## src/rtl/rmsl_regs.vh

```
`ifndef RMSL_REGS_VH
`define RMSL_REGS_VH

// ----------------------------------------
// Functionality levels
// ----------------------------------------
`define RMSL_FUN_MIN 3'h0
`define RMSL_FUN_RADIO 3'h1
`define RMSL_FUN_FLIGHT 3'h4
`define RMSL_FUN_RESET 3'h1

// ----------------------------------------
// Radio modes reported out
// ----------------------------------------
`define RMSL_MODE_MIN 2'h0
`define RMSL_MODE_RADIO 2'h1
`define RMSL_MODE_FLIGHT 2'h2

// ----------------------------------------
// Timing
// ----------------------------------------
`define RMSL_CLK_HZ 50000000
`define RMSL_TICK_MS 1
`define RMSL_CYC_PER_MS ((`RMSL_CLK_HZ / 1000) * `RMSL_TICK_MS)
`define RMSL_HALF_5G_MS 100
`define RMSL_HALF_4G_MS 200
`define RMSL_HALF_3G_MS 800

`endif

```

## src/rtl/rmsl_ms_tick.v

```verilog
`timescale 1ns/100ps
`include "rmsl_regs.vh"

// Millisecond tick generator; restart realigns phase.
module rmsl_ms_tick #(
    parameter CYC_PER_MS = `RMSL_CYC_PER_MS,
    parameter CW = 16
) (
    input wire clk_in,
    input wire sys_rst_in,
    input wire clk_en_in,
    input wire restart_in,
    output reg tick_out
);
    reg [CW-1:0] cnt_r;
    localparam integer LAST_INT = CYC_PER_MS - 1;
    localparam [CW-1:0] LAST = LAST_INT[CW-1:0];

    always @(posedge clk_in) begin
        if (sys_rst_in) begin
            cnt_r <= {CW{1'b0}};
            tick_out <= 1'b0;
        end else if (clk_en_in) begin
            if (restart_in || cnt_r == LAST) begin
                cnt_r <= {CW{1'b0}};
            end else begin
                cnt_r <= cnt_r + 1'b1;
            end
            tick_out <= !restart_in && (cnt_r == LAST);
        end
    end
endmodule

```

## src/rtl/rmsl_top.v

```verilog
`timescale 1ns/100ps
`include "rmsl_regs.vh"

// Function
// - Hold the indicator steadily on while searching or while a call is connected.
// - Blink 100 ms on and 100 ms off for 5G data or 5G registration.
// - Blink 200 ms on and 200 ms off for 3G/4G data or 4G registration.
// - Blink 800 ms on and 800 ms off for 3G registration.
// - Hold the indicator off while powered down or asleep.
// - The radio-disable input is active low and low means flight mode with radio off.
// - With disable high, follow the commanded level: 0 minimal, 4 flight, 1 radio (default).
// - The disable input overrides any commanded level.
module rmsl_top #(
    parameter CYC_PER_MS = `RMSL_CYC_PER_MS,
    parameter HALF_5G_MS = `RMSL_HALF_5G_MS,
    parameter HALF_4G_MS = `RMSL_HALF_4G_MS,
    parameter HALF_3G_MS = `RMSL_HALF_3G_MS
) (
    input wire clk_in,
    input wire sys_rst_in,
    input wire clk_en_in,
    input wire radio_disable_n_in,
    input wire fun_cmd_valid_in,
    input wire [2:0] functionality_level_command_in,
    input wire searching_in,
    input wire call_active_in,
    input wire data_5g_in,
    input wire reg_5g_in,
    input wire data_3g4g_in,
    input wire reg_4g_in,
    input wire reg_3g_in,
    input wire power_down_in,
    input wire sleep_in,
    output reg [2:0] fun_level_out,
    output reg [1:0] radio_mode_out,
    output reg radio_en_out,
    output reg sim_en_out,
    output reg net_led_out
);
    // ----------------------------------------
    // Pattern states, one-hot
    // ----------------------------------------
    localparam [4:0] PAT_OFF = 5'h01;
    localparam [4:0] PAT_ON = 5'h02;
    localparam [4:0] PAT_B100 = 5'h04;
    localparam [4:0] PAT_B200 = 5'h08;
    localparam [4:0] PAT_B800 = 5'h10;

    reg [4:0] pat_r;
    reg [4:0] pat_nxt;
    reg [9:0] ms_r;
    reg [9:0] ms_nxt;
    reg [9:0] half_ms;
    reg phase_r;
    reg phase_nxt;
    reg [2:0] fun_nxt;
    reg [1:0] mode_nxt;
    reg radio_en_nxt;
    reg sim_en_nxt;
    reg led_nxt;
    wire tick;
    wire pat_chg;
    wire want_off;
    wire want_on;
    wire want_b100;
    wire want_b200;
    wire want_b800;
    wire is_blink;
    wire half_end;

    // ----------------------------------------
    // Status decode
    // ----------------------------------------
    // Power state sits above every network state
    assign want_off = power_down_in || sleep_in;
    assign want_on = searching_in || call_active_in;
    assign want_b100 = data_5g_in || reg_5g_in;
    assign want_b200 = data_3g4g_in || reg_4g_in;
    assign want_b800 = reg_3g_in;
    assign pat_chg = (pat_nxt != pat_r);
    assign is_blink = (pat_r == PAT_B100) || (pat_r == PAT_B200) || (pat_r == PAT_B800);
    assign half_end = (ms_r == half_ms - 10'h001);

    // ----------------------------------------
    // Functionality level and radio mode
    // ----------------------------------------
    always @* begin
        mode_nxt = `RMSL_MODE_RADIO;
        if (!radio_disable_n_in) begin
            mode_nxt = `RMSL_MODE_FLIGHT;
        end else begin
            case (fun_level_out)
                `RMSL_FUN_MIN: mode_nxt = `RMSL_MODE_MIN;
                `RMSL_FUN_FLIGHT: mode_nxt = `RMSL_MODE_FLIGHT;
                default: mode_nxt = `RMSL_MODE_RADIO;
            endcase
        end
        radio_en_nxt = (mode_nxt == `RMSL_MODE_RADIO);
        sim_en_nxt = (mode_nxt != `RMSL_MODE_MIN);
    end

    // ----------------------------------------
    // Command acceptance
    // ----------------------------------------
    // Unsupported levels are dropped; last good level is kept
    always @* begin
        fun_nxt = fun_level_out;
        if (fun_cmd_valid_in) begin
            case (functionality_level_command_in)
                `RMSL_FUN_MIN: fun_nxt = `RMSL_FUN_MIN;
                `RMSL_FUN_RADIO: fun_nxt = `RMSL_FUN_RADIO;
                `RMSL_FUN_FLIGHT: fun_nxt = `RMSL_FUN_FLIGHT;
                default: fun_nxt = fun_level_out;
            endcase
        end
    end

    always @(posedge clk_in) begin
        if (sys_rst_in) begin
            fun_level_out <= `RMSL_FUN_RESET;
            radio_mode_out <= `RMSL_MODE_RADIO;
            radio_en_out <= 1'b0;
            sim_en_out <= 1'b0;
        end else if (clk_en_in) begin
            fun_level_out <= fun_nxt;
            radio_mode_out <= mode_nxt;
            radio_en_out <= radio_en_nxt;
            sim_en_out <= sim_en_nxt;
        end
    end

    // ----------------------------------------
    // Pattern selection
    // ----------------------------------------
    always @* begin
        if (want_off) begin
            pat_nxt = PAT_OFF;
        end else if (want_on) begin
            pat_nxt = PAT_ON;
        end else if (want_b100) begin
            pat_nxt = PAT_B100;
        end else if (want_b200) begin
            pat_nxt = PAT_B200;
        end else if (want_b800) begin
            pat_nxt = PAT_B800;
        end else begin
            pat_nxt = PAT_OFF;
        end
    end

    always @* begin
        case (pat_r)
            PAT_B100: half_ms = HALF_5G_MS[9:0];
            PAT_B200: half_ms = HALF_4G_MS[9:0];
            PAT_B800: half_ms = HALF_3G_MS[9:0];
            default: half_ms = 10'h3FF;
        endcase
    end

    // ----------------------------------------
    // Millisecond base
    // ----------------------------------------
    // Restart on each pattern change keeps the first on phase full length
    rmsl_ms_tick #(
        .CYC_PER_MS(CYC_PER_MS),
        .CW(16)
    ) u_tick (
        .clk_in(clk_in),
        .sys_rst_in(sys_rst_in),
        .clk_en_in(clk_en_in),
        .restart_in(pat_chg),
        .tick_out(tick)
    );

    // ----------------------------------------
    // Blink engine
    // ----------------------------------------
    always @* begin
        ms_nxt = ms_r;
        phase_nxt = phase_r;
        if (pat_chg) begin
            // Fresh pattern always opens with a full on phase
            ms_nxt = 10'h000;
            phase_nxt = 1'b1;
        end else if (tick && is_blink) begin
            if (half_end) begin
                ms_nxt = 10'h000;
                phase_nxt = ~phase_r;
            end else begin
                ms_nxt = ms_r + 10'h001;
            end
        end
    end

    // ----------------------------------------
    // Indicator drive
    // ----------------------------------------
    // LED follows the phase it is entering, so it does not trail the toggle by a cycle
    always @* begin
        case (pat_nxt)
            PAT_ON: led_nxt = 1'b1;
            PAT_OFF: led_nxt = 1'b0;
            default: led_nxt = phase_nxt;
        endcase
    end

    always @(posedge clk_in) begin
        if (sys_rst_in) begin
            pat_r <= PAT_OFF;
            ms_r <= 10'h000;
            phase_r <= 1'b1;
            net_led_out <= 1'b0;
        end else if (clk_en_in) begin
            pat_r <= pat_nxt;
            ms_r <= ms_nxt;
            phase_r <= phase_nxt;
            net_led_out <= led_nxt;
        end
    end
endmodule

```

## config.mk

```make
export PLATFORM = sky130hd
export DESIGN_NAME = rmsl_top
export DESIGN_NICKNAME = d
export VERILOG_FILES = /design/src/rtl/rmsl_ms_tick.v /design/src/rtl/rmsl_top.v
export VERILOG_INCLUDE_DIRS = /design/src /design/src/rtl
export SDC_FILE = /design/constraint.sdc
export NUM_CORES = 1
export LEC_CHECK = 0
export ABC_AREA = 0
export BUFFER_PORTS_ARGS = -buffer_cell sky130_fd_sc_hd__buf_2
export CELL_PAD_IN_SITES_DETAIL_PLACEMENT = 0
export CELL_PAD_IN_SITES_GLOBAL_PLACEMENT = 1
export CORE_MARGIN = 2
export CORE_UTILIZATION = 43
export DETAILED_ROUTE_END_ITERATION = 6
export MAX_ROUTING_LAYER = met4
export PLACE_DENSITY_LB_ADDON = 0.25
export SLEW_MARGIN = 30
export SYNTH_ARGS = -nofsm -noshare
export SYNTH_HDL_FRONTEND = slang
export SYNTH_SLANG_ARGS = --single-unit
```

## constraint.sdc

```tcl
create_clock -name clk_in -period 3.23 [get_ports clk_in]
set_clock_uncertainty 0.2 [all_clocks]
set_input_delay 0.323 -clock clk_in [delete_from_list [all_inputs] [get_ports clk_in]]
set_output_delay 0.323 -clock clk_in [all_outputs]
set_load 0.05 [all_outputs]
```

; ---- Word-level counts from Yosys, hierarchy flattened
; Index checks and enable logic that the tools add are counted.
[op_classes]
n_mux = 17
n_reduce_logical = 17
addsub = 3
n_eq_ne = 12
n_bitwise = 1
[ops]
columns = op, count
row1 = $mux W10, 3
row2 = $pmux W10 S3, 1
row3 = $mux W5, 5
row4 = $add A16 B1 Y16 const B, 1
row5 = $eq A16 B16 Y1 const B, 1
row6 = $mux W16, 1
row7 = $add A10 B1 Y10 const B, 1
row8 = $eq A10 B10 Y1, 1
row9 = $sub A10 B1 Y10 const B, 1
row10 = $pmux W3 S3, 1
row11 = $logic_or A1 B1 Y1, 7
row12 = $eq A3 B3 Y1 const B, 2
row13 = $logic_not A3 Y1, 2
row14 = $eq A5 B1 Y1 const B, 1
row15 = $eq A5 B2 Y1 const B, 1
row16 = $eq A5 B3 Y1 const B, 1
row17 = $eq A5 B4 Y1 const B, 1
row18 = $eq A5 B5 Y1 const B, 1
row19 = $ne A5 B5 Y1, 1
row20 = $pmux W2 S2, 1
row21 = $reduce_bool A2 Y1, 2
row22 = $eq A3 B1 Y1 const B, 1
row23 = $mux W1, 3
row24 = $reduce_and A3 Y1, 1
row25 = 8 further kinds, 9
[word_totals]
regBits = 41
inputBits = 17
wordCells = 60
output_inout_bits = 8

; ---- Depth between registers and ports, before layout
; Gate-level depths: netlist (run 1).
[depth]
word_depth = 8
ltp_mapped = 10
depth_no_buf = 9

; ---- Modules after synthesis
; Synthesis (run 1) repeated with hierarchy kept, for this count alone.
[unflattened]
cells_unflattened = 282
hier_area_um2 = 2484.9
[modules_own_cells]
columns = module, instances, seq_area_each_um2, cells_per_inst, area_each_um2
row1 = rmsl_top, 1, 460.4, 188, 1549.0
row2 = rmsl_ms_tick, 1, 340.3, 94, 935.9

; ---- Worst setup path before layout (run 1)
; No wires, ideal clock.
[synth_path]
kind = reg-to-reg
startpoint = reg pat_r[4]
endpoint = reg ms_r[0]
n_path_buf = 1
required_time_ps = 2960
path_stages_with_launch = 11
path_slack_ps = 630
arrival_ps = 2330
setup_ps = 70
synth_period_minus_slack_ps = 2600
path_cell_list = dfxtp_1 clkbuf_1 nand2b_1 nor4_1 ha_1 xor2_1 and3_1 o2111ai_1 o211ai_2 or4b_1 a21oi_1
[synth_via]
elab_chain_len = 7
word_cells_on_any_way = 15
classes_between = add/sub: 1 / eq/ne: 5 / mux: 4 / reduce/logical: 5
[synth_rtl]
columns = element, line_no
row1 = "start, declared", rmsl_top.v:49  ; reg [4:0] pat_r;
row2 = "start signal, assigned", rmsl_top.v:214  ; pat_r <= pat_nxt;
row3 = "$eq A5 B5 Y1, or another cell as far along", "rmsl_top.v:81, rmsl_top.v:152"
row4 = $pmux W10 S3, rmsl_top.v:152  ; case (pat_r)
row5 = $sub A10 B1 Y10, rmsl_top.v:82  ; assign half_end = (ms_r == half_ms - 10'h001);
row6 = $eq A10 B10 Y1, rmsl_top.v:82
row7 = $mux W10, rmsl_top.v:186  ; if (half_end) begin
row8 = $mux W10, rmsl_top.v:185  ; end else if (tick && is_blink) begin
row9 = $mux W10, rmsl_top.v:181  ; if (pat_chg) begin
row10 = "end signal, assigned", rmsl_top.v:215  ; ms_r <= ms_nxt;
row11 = "end, declared", rmsl_top.v:51  ; reg [9:0] ms_r;
; Several ways; a longest one is shown, not always the timed one. The select of a mux whose other input is x is not followed.
; A chain may end at the register's enable or synchronous reset.

; ---- Worst setup path in the final report (run 1)
[layout_path]
startpoint = reg pat_r[4]
endpoint = reg net_led_out
[layout_via]
elab_chain_len = 8
word_cells_on_any_way = 14
classes_between = add/sub: 1 / eq/ne: 5 / mux: 5 / reduce/logical: 3
[layout_rtl]
columns = element, line_no
row1 = "$eq A5 B5 Y1, or another cell as far along", "rmsl_top.v:81, rmsl_top.v:152"
row2 = $pmux W10 S3, rmsl_top.v:152
row3 = $sub A10 B1 Y10, rmsl_top.v:82
row4 = $eq A10 B10 Y1, rmsl_top.v:82
row5 = $mux W1, rmsl_top.v:186
row6 = $mux W1, rmsl_top.v:185
row7 = $mux W1 (*), rmsl_top.v:181
row8 = $pmux W1 S2 (*), rmsl_top.v:200  ; case (pat_nxt)
row9 = "end signal, assigned", rmsl_top.v:217  ; net_led_out <= led_nxt;
row10 = "end, declared", rmsl_top.v:38  ; output reg net_led_out
; Mark *: on every way between the ends. The rest lies on a longest branch, timed or not.

==> results of run 1 <==
[kinds of logic after synthesis]
kind of cell / synth area share (%)
flip-flops: 36.1
buffers and inverters: 4.06
other: 0.169
adder cells (fa/ha/maj): 1.69
XOR/XNOR: 7.11
AND/OR/NAND/NOR: 34.3
AO/OA/AOI/OAI: 16.6
[flip-flops by register name, summed over array words and instances, names as in the netlist]
register / cells
net_led_out: 1
radio_en_out: 1
fun_level_out: 2
u_tick.cnt_r: 16
sim_en_out: 1
radio_mode_out: 2
ms_r: 10
phase_r: 1
u_tick.tick_out: 1
pat_r: 5
[layout by cell type, fill, tap and decap left out, types with 9 or more instances in the layout]
master,n
nand2_1,29
o21ai_0,9
nand4_1,13
nor3_1,11
nor2_1,29
nor4_1,9
xor2_1,16
dfxtp_1,40
buf_2,23
nand3_1,9
a21oi_1,22
[layer usage]
metal | GRT usage, % | routed length, um
met5 | - | 0
met4 | 6.43 | 55
met3 | 4.23 | 158
met2 | 29.7 | 2190
met1 | 24.0 | 2390
[metrics by stage]
stage	instances	setup slack, ps	power (mW)	instance area (um^2)	util, %
after floorplan	280	630	0.597	2220	-
after global placement	360	449	0.628	2370	47.0
after detailed placement	360	440	0.629	2370	47.0
after CTS	367	406	0.946	2450	48.5
after global routing	367	181	0.976	2450	48.5
final	367	445	0.929	2450	48.5
[power breakdown]
| part | internal, mW | switching (mW) | total (mW) |
|---|---|---|---|
| sequential | 0.501 | 0.00857 | 0.509 |
| clock | 0.147 | 0.165 | 0.312 |
| combinational | 0.0349 | 0.0726 | 0.108 |
[cell type report]
| type | count | share of cell area (%) |
|---|---|---|
| clock buffer | 6 | 2.97 |
| inverter | 4 | 0.614 |
| multi-input combinational | 220 | 54.3 |
| timing repair buffer | 26 | 5.63 |
| clock inverter | 1 | 0.205 |
| tap | 70 | 3.58 |
| sequential | 40 | 32.7 |
[worst paths after layout]
path	cells after the start	end	startpoint	slack, ps
worst max-delay path	9	net_led_out$_SDFFE_PP0P_	pat_r[4]$_SDFFE_PP0P_	440
worst min-delay path	2	radio_mode_out[1]$_SDFFE_PP0P_	radio_disable_n_in	60
worst max register to register	9	net_led_out$_SDFFE_PP0P_	pat_r[4]$_SDFFE_PP0P_	440
worst min register to register	2	radio_en_out$_SDFFE_PP0P_	radio_en_out$_SDFFE_PP0P_	270
==> results.cfg, run 1 <==
[run_status]
status = finished, final reports clean

[sta]
setup_viol = 0
fmax_mhz = 359
fin_crit_sh_pct = 86.2
tns_ps = 0
max_slew_margin_pct = 64.2
worst_pin_slew_ps = 536
holdWs_ps = 57.0
slew_viol_final = 0
hold_violations = 0
period_minus_slack_ps = 2790
rsz0062_at_grt = no

[clock_network]
postCtsSetupRepairBufs = 0
clock_path_buffers = 2
post_cts_resized = 0
cts.sinks = 40
cts_made_buffers = 5
cts_tree = done
insertion_delay_ps = 290
holdBufCountCts = 0
htreeDepth = 2
clkTransAtPathRegs_ps = 80
clockRootBuffer = clkbuf_8

[worst_setup_path]
crit_chain = nand2b_1 > nor4_1 > ha_1 > xor2_1 > and3_1 > o2111ai_1 > or3_2 > a31oi_1 > o21ba_2
path_class = reg -> reg
crit_slowest_cell = dfxtp_1
path_max_fanout = 12
crit_path_end_kind = flop
path_buf_inv = 0
required_ps = 3270
worst-endpoint-arrival_ps = 2830
max_stage_delay_ps = 560
worstSetupStartpointType = flop
critical_path.top_delay_family = simple AND/OR/NAND/NOR gates

[logic_synthesis]
synth_top_area_share_pct = 36.1
yosys-top-cells-count = dfxtp_1, nand2_1, nor2_1, a21oi_1, xor2_1
synth-main-ff-cell = dfxtp_1
ys_seq_area_share_pct = 36.1
syn_inst = 280
ys_seq_elements = 40
syn_area_um2 = 2220
synth-async-reset-ratio_pct = 0
syn_area_per_cell_um2 = 7.92
ys.warnings.count = 0
synth.most_common_cell = dfxtp_1
synth.area.top_cells = dfxtp_1, xor2_1, a21oi_1
synth-edff-count = 0
ys_types = 56
syn_nets = 300
yosysTopAreaCell = dfxtp_1

[floorplan]
die_w_um = 75.8
die_height_um = 75.8
start_util_pct = 44.0
dieArea_um2 = 5750
row_count = 26
core_area_um2 = 5040
io_pins = 25

[routing]
routed_wl_um = 4790
drtIter0Drc = 102
vias_per_cell = 5.47
wl_per_cell_um = 13.1
ant_nets = 0
drt_pre_antenna_iters = 4
drc_errors = 0
via_count = 2009

[run]
max-cap-violations = 0

[finish]
drive_gt1_share_pct = 15.5
num-nets-final = 317
multiInputGateArea_um2 = 1330
syn2layout_area_growth_pct = 10.3
fillCellCount = 515
regArea_um2 = 801
antenna_cells = 0

[placement]
numPortBuffers = 23
place.detailed.hpwl_um = 3420
globalplace.congestion = 0.922

[global_routing]
antenna_found_initial = 0
grt_start_max_net_pins = 21
grt_pass1_wl_um = 8150
grt_pass1_vias = 1852
grt_use_total_pct = 18.9
overflow = 0

[min_path]
min_path_type = in -> reg

[power_and_ir_drop]
power_density_nw_per_um2 = 380
cellLeakagePower_nw = 0.876
ir_worst_vdd_mv = 0.240
Note: power is estimated with default switching activity, not from simulation.
==> inputs of run 2 (changes only) <==
==> constraint.sdc (replaced) <==
create_clock -name clk_in -period 3.23 [get_ports clk_in]
set_clock_uncertainty 0.2 [all_clocks]
set_input_delay 0.4845 -clock clk_in [delete_from_list [all_inputs] [get_ports clk_in]]
set_output_delay 0.4845 -clock clk_in [all_outputs]
set_load 0.05 [all_outputs]
==> run 2 against run 1 <==
Against the previous run:
- sequential cell count unchanged
- combinational power about the same
- clock-buffer cell count increased by 2
- clock power increased by 8.0%
- sequential share of layout area decreased by 0.17 points
- sequential power about the same
- first-iteration DRC count increased by 8.8%
- power increased by 2.7%
- critical path type unchanged
- cell count increased by 0.27%
- non-clock buffer count unchanged
- die area unchanged
==> results.cfg, run 2 (synthesized netlist as in run 1, its figures left out) <==
[clock_network]
clkTransAtPathRegs_ps = 80
clockRootBuffer = clkbuf_8
post_cts_resized = 0
cts_tree = done
holdBufCountCts = 0
clock_path_buffers = 2
htreeDepth = 2
cts.sinks = 40
cts_made_buffers = 5
postCtsSetupRepairBufs = 0
insertion_delay_ps = 290

[floorplan]
row_count = 26
die_height_um = 75.8
io_pins = 25
die_w_um = 75.8
start_util_pct = 44.0
dieArea_um2 = 5750
core_area_um2 = 5040

[routing]
top_layer_used = met4
route.met3.wl_um = 125
drtIter0Drc = 111
drt_pre_antenna_iters = 4
m1WireLength_um = 2360
ant_nets = 0
wl_met2_um = 2320
vias_per_cell = 5.55
via_count = 2042
wl_per_cell_um = 13.2
drc_errors = 0
routed_wl_um = 4850

[global_routing]
grt_pass1_wl_um = 8160
grt_start_max_net_pins = 21
overflow = 0
grt_use_total_pct = 18.9
antenna_found_initial = 0
grt_pass1_vias = 1878

[finish]
antenna_cells = 0
final_util_pct = 48.8
largest_reg_flops = 16
final_cell_mix = dfxtp_1, nand2_1, nor2_1
layout_commonest_cell = dfxtp_1
regArea_um2 = 801
top_register = u_tick.cnt_r
drive_gt1_share_pct = 15.4
num-nets-final = 317
multiInputGateArea_um2 = 1330
fillCellCount = 540
syn2layout_area_growth_pct = 10.8
reg_top3 = u_tick.cnt_r (16), ms_r (10), pat_r (5)

[worst_setup_path]
crit_path_end_kind = flop
required_ps = 3270
path_class = reg -> reg
worst-endpoint-arrival_ps = 2920
path_max_fanout = 12
worstSetupStartpointType = flop

[sta]
fmax_mhz = 347
hold_violations = 0
setup_viol = 0
period_minus_slack_ps = 2880
fin_crit_sh_pct = 89.1
rsz0062_at_grt = no
slew_viol_final = 0
worst_pin_slew_ps = 512
tns_ps = 0
max_slew_margin_pct = 65.8

[placement]
place.detailed.hpwl_um = 3450
globalplace.congestion = 0.879
numPortBuffers = 23

[run_status]
status = finished, final reports clean

[power_and_ir_drop]
ir_worst_vdd_mv = 0.225
cellLeakagePower_nw = 0.880
power_density_nw_per_um2 = 388

[min_path]
min_path_type = in -> reg

[run]
max-cap-violations = 0
## run 2: report_power, final
group	total (mW)	internal, mW	switching (mW)
Clock	0.337	0.174	0.163
Sequential	0.510	0.501	0.00874
Combinational	0.107	0.0349	0.0723
## run 2: worst paths after layout
| check | cells past startpoint | slack, ps | start | end |
|---|---|---|---|---|
| worst max-delay path | 9 | 350 | pat_r[4]$_SDFFE_PP0P_ | net_led_out$_SDFFE_PP0P_ |
| worst min-delay path | 2 | 220 | radio_disable_n_in | radio_mode_out[1]$_SDFFE_PP0P_ |
| worst max register to register | 9 | 350 | pat_r[4]$_SDFFE_PP0P_ | net_led_out$_SDFFE_PP0P_ |
| worst min register to register | 2 | 270 | radio_en_out$_SDFFE_PP0P_ | radio_en_out$_SDFFE_PP0P_ |
## run 2: critical path, stage by stage (launching register included)
cell,delay [ps]
dfxtp_1,560
nand2b_1,130
nor4_1,200
ha_1,290
xor2_1,150
and3_1,190
o2111ai_1,220
or3_2,530
a31oi_1,220
o21ba_2,150
## run 2: metal layers
| metal | GRT usage, % | up-vias |
|---|---|---|
| met4 | 6.82 | 0 |
| met5 | - | - |
| met1 | 23.5 | 958 |
| met2 | 30.8 | 28 |
| li1 | - | 1050 |
| met3 | 2.78 | 6 |
## run 2: stage by stage
| stage | total power [mW] | cell area (um^2) | hold slack, ps | cells | setup slack (ps) |
|---|---|---|---|---|---|
| floorplan | 0.597 | 2220 | 236 | 280 | 630 |
| global placement | 0.628 | 2370 | 250 | 360 | 390 |
| detailed placement | 0.629 | 2370 | 257 | 360 | 344 |
| CTS | 0.971 | 2460 | 209 | 368 | 359 |
| global route | 0.998 | 2460 | 229 | 368 | 147 |
| finish | 0.954 | 2460 | 223 | 368 | 351 |
## run 2: area by class of cell
class | count | area share (%)
Sequential cell | 40 | 32.6
Timing Repair Buffer | 26 | 5.60
Inverter | 4 | 0.611
Tap cell | 70 | 3.56
Multi-Input combinational cell | 220 | 54.0
Clock buffer | 8 | 3.66
==> inputs of run 3 (changes only) <==
--- a/config.mk
+++ b/config.mk
@@ -14,7 +14,7 @@
 export CORE_UTILIZATION = 43
 export DETAILED_ROUTE_END_ITERATION = 6
 export MAX_ROUTING_LAYER = met4
-export PLACE_DENSITY_LB_ADDON = 0.25
+export PLACE_DENSITY = 0.87
 export SLEW_MARGIN = 30
 export SYNTH_ARGS = -nofsm -noshare
 export SYNTH_HDL_FRONTEND = slang
==> run 3 against run 2 <==
Against the previous run:
- first-iteration DRC count grew 16%
- hold slack got worse by 1.0 ps
- critical path depth is the same
- power grew 9.6%
- fmax rose by 3.8%
- non-clock buffer count is the same
==> results.cfg, run 3 (synthesized netlist as in run 1, its figures left out) <==
[sta]
setup_slack_ps = 457
setup_viol = 0
rsz0062_at_grt = no
holdWs_ps = 222
period_minus_slack_ps = 2770
max_slew_margin_pct = 65.9
tns_ps = 0
slew_viol_final = 0
worst_pin_slew_ps = 510
fmax_mhz = 361
fin_crit_sh_pct = 85.9
hold_violations = 0

[power_and_ir_drop]
total_power_mw = 1.05
power_density_nw_per_um2 = 420
p_comb_share_pct = 10.2
swShare_pct = 24.6
cellLeakagePower_nw = 0.896
p_int_mw = 0.788
p_clk_share_pct = 41.1
ir_worst_vdd_mv = 0.299
seqPwrFrac_pct = 48.7
switchingPower_mw = 0.257

[routing]
ant_nets = 0
drc_errors = 0
top_layer_used = met4
drt_pre_antenna_iters = 4
route.met3.wl_um = 124
vias_per_cell = 5.52
wl_per_cell_um = 12.8
drtIter0Drc = 129
via_count = 2032
m1WireLength_um = 2380
routed_wl_um = 4710
wl_met2_um = 2190

[clock_network]
clockRootBuffer = clkbuf_8
post_cts_resized = 0
cts.sinks = 40
clock_path_buffers = 2
postCtsSetupRepairBufs = 0
insertion_delay_ps = 290
cts_tree = done
holdBufCountCts = 0
htreeDepth = 2
clkTransAtPathRegs_ps = 80
cts_made_buffers = 5

[worst_setup_path]
crit_path_end_kind = flop
path_class = reg -> reg
path_max_fanout = 12
reg2reg_slack_ps = 460
worstSetupStartpointType = flop
required_ps = 3270
max_stage_delay_ps = 560
crit_chain = nand2b_1 > nor4_1 > ha_1 > xor2_1 > and3_1 > o2111ai_1 > or3_2 > a31oi_1 > o21ba_2
worst-endpoint-arrival_ps = 2810
crit_slowest_cell = dfxtp_1

[run]
max-cap-violations = 0

[floorplan]
io_pins = 25
start_util_pct = 44.0
row_count = 26
core_area_um2 = 5040
dieArea_um2 = 5750
die_w_um = 75.8
die_height_um = 75.8

[placement]
dp_slack_ps = 358
numPortBuffers = 23
globalplace.congestion = 0.848
placed_cell_area_um2 = 2370
place.detailed.hpwl_um = 3390

[min_path]
min_path_type = in -> reg

[run_status]
status = finished, final reports clean

[finish]
drive_gt1_share_pct = 16.1
top_register = u_tick.cnt_r
largest_reg_flops = 16
reg_top3 = u_tick.cnt_r (16), ms_r (10), pat_r (5)
stdcell_area_um2 = 2490
antenna_cells = 0
num-nets-final = 317
final_cell_mix = dfxtp_1, nand2_1, nor2_1
syn2layout_area_growth_pct = 12.2
layout_commonest_cell = dfxtp_1

[global_routing]
antenna_found_initial = 0
grt_use_total_pct = 18.7
grt_pass1_vias = 1886
grt_pass1_wl_um = 8110
overflow = 0
grt_start_max_net_pins = 25
[run 3: cell count changes in the layout (fill, tap and decap cells not counted), sizes merged]
cell | previous run | this run
bufinv | 0 | 1
clkbuf | 8 | 6
clkinv | 1 | 2
[run 3: final timing paths]
kind | endpoint | cells after the start | start
worst max register to register | net_led_out$_SDFFE_PP0P_ | 9 | pat_r[4]$_SDFFE_PP0P_
worst min-delay path | radio_mode_out[1]$_SDFFE_PP0P_ | 2 | radio_disable_n_in
worst max-delay path | net_led_out$_SDFFE_PP0P_ | 9 | pat_r[4]$_SDFFE_PP0P_
worst min register to register | radio_en_out$_SDFFE_PP0P_ | 2 | radio_en_out$_SDFFE_PP0P_
[run 3: area by class of cell]
class | count | area, um^2
tap | 70 | 87.6
sequential | 40 | 801
clock buffer | 6 | 82.6
clock inverter | 2 | 38.8
timing repair buffer | 26 | 138
inverter | 4 | 15.0
multi-input combinational | 220 | 1330
fill | 507 | 2550
[run 3: power groups by stage]
stage / sequential, mW / clock, mW / combinational, mW
floorplan: 0.535 / 0 / 0.0614
global placement: 0.521 / 0 / 0.107
detailed placement: 0.521 / 0 / 0.108
CTS: 0.509 / 0.445 / 0.108
global route: 0.511 / 0.460 / 0.120
finish: 0.509 / 0.429 / 0.107
[run 3: layer usage]
metal | vias to the layer above | global-route usage, %
met1 | 943 | 23.9
li1 | 1061 | -
met5 | - | -
met3 | 2 | 3.17
met4 | 0 | 4.68
met2 | 26 | 30.6
[run 3: critical path, delay by kind of cell (launching register included)]
kind,cells,cell delay (ps)
flops,1,560
compound gates,3,530
xor+xnor,1,140
simple gates,4,1020
fa+ha+maj,1,290
[run 3: through the flow]
stage                     util [%]  cells
final                         49.4    368
after global routing          49.4    368
after CTS                     49.4    368
after detailed placement      47.0    360
after global placement        47.0    360
after floorplan                  -    280
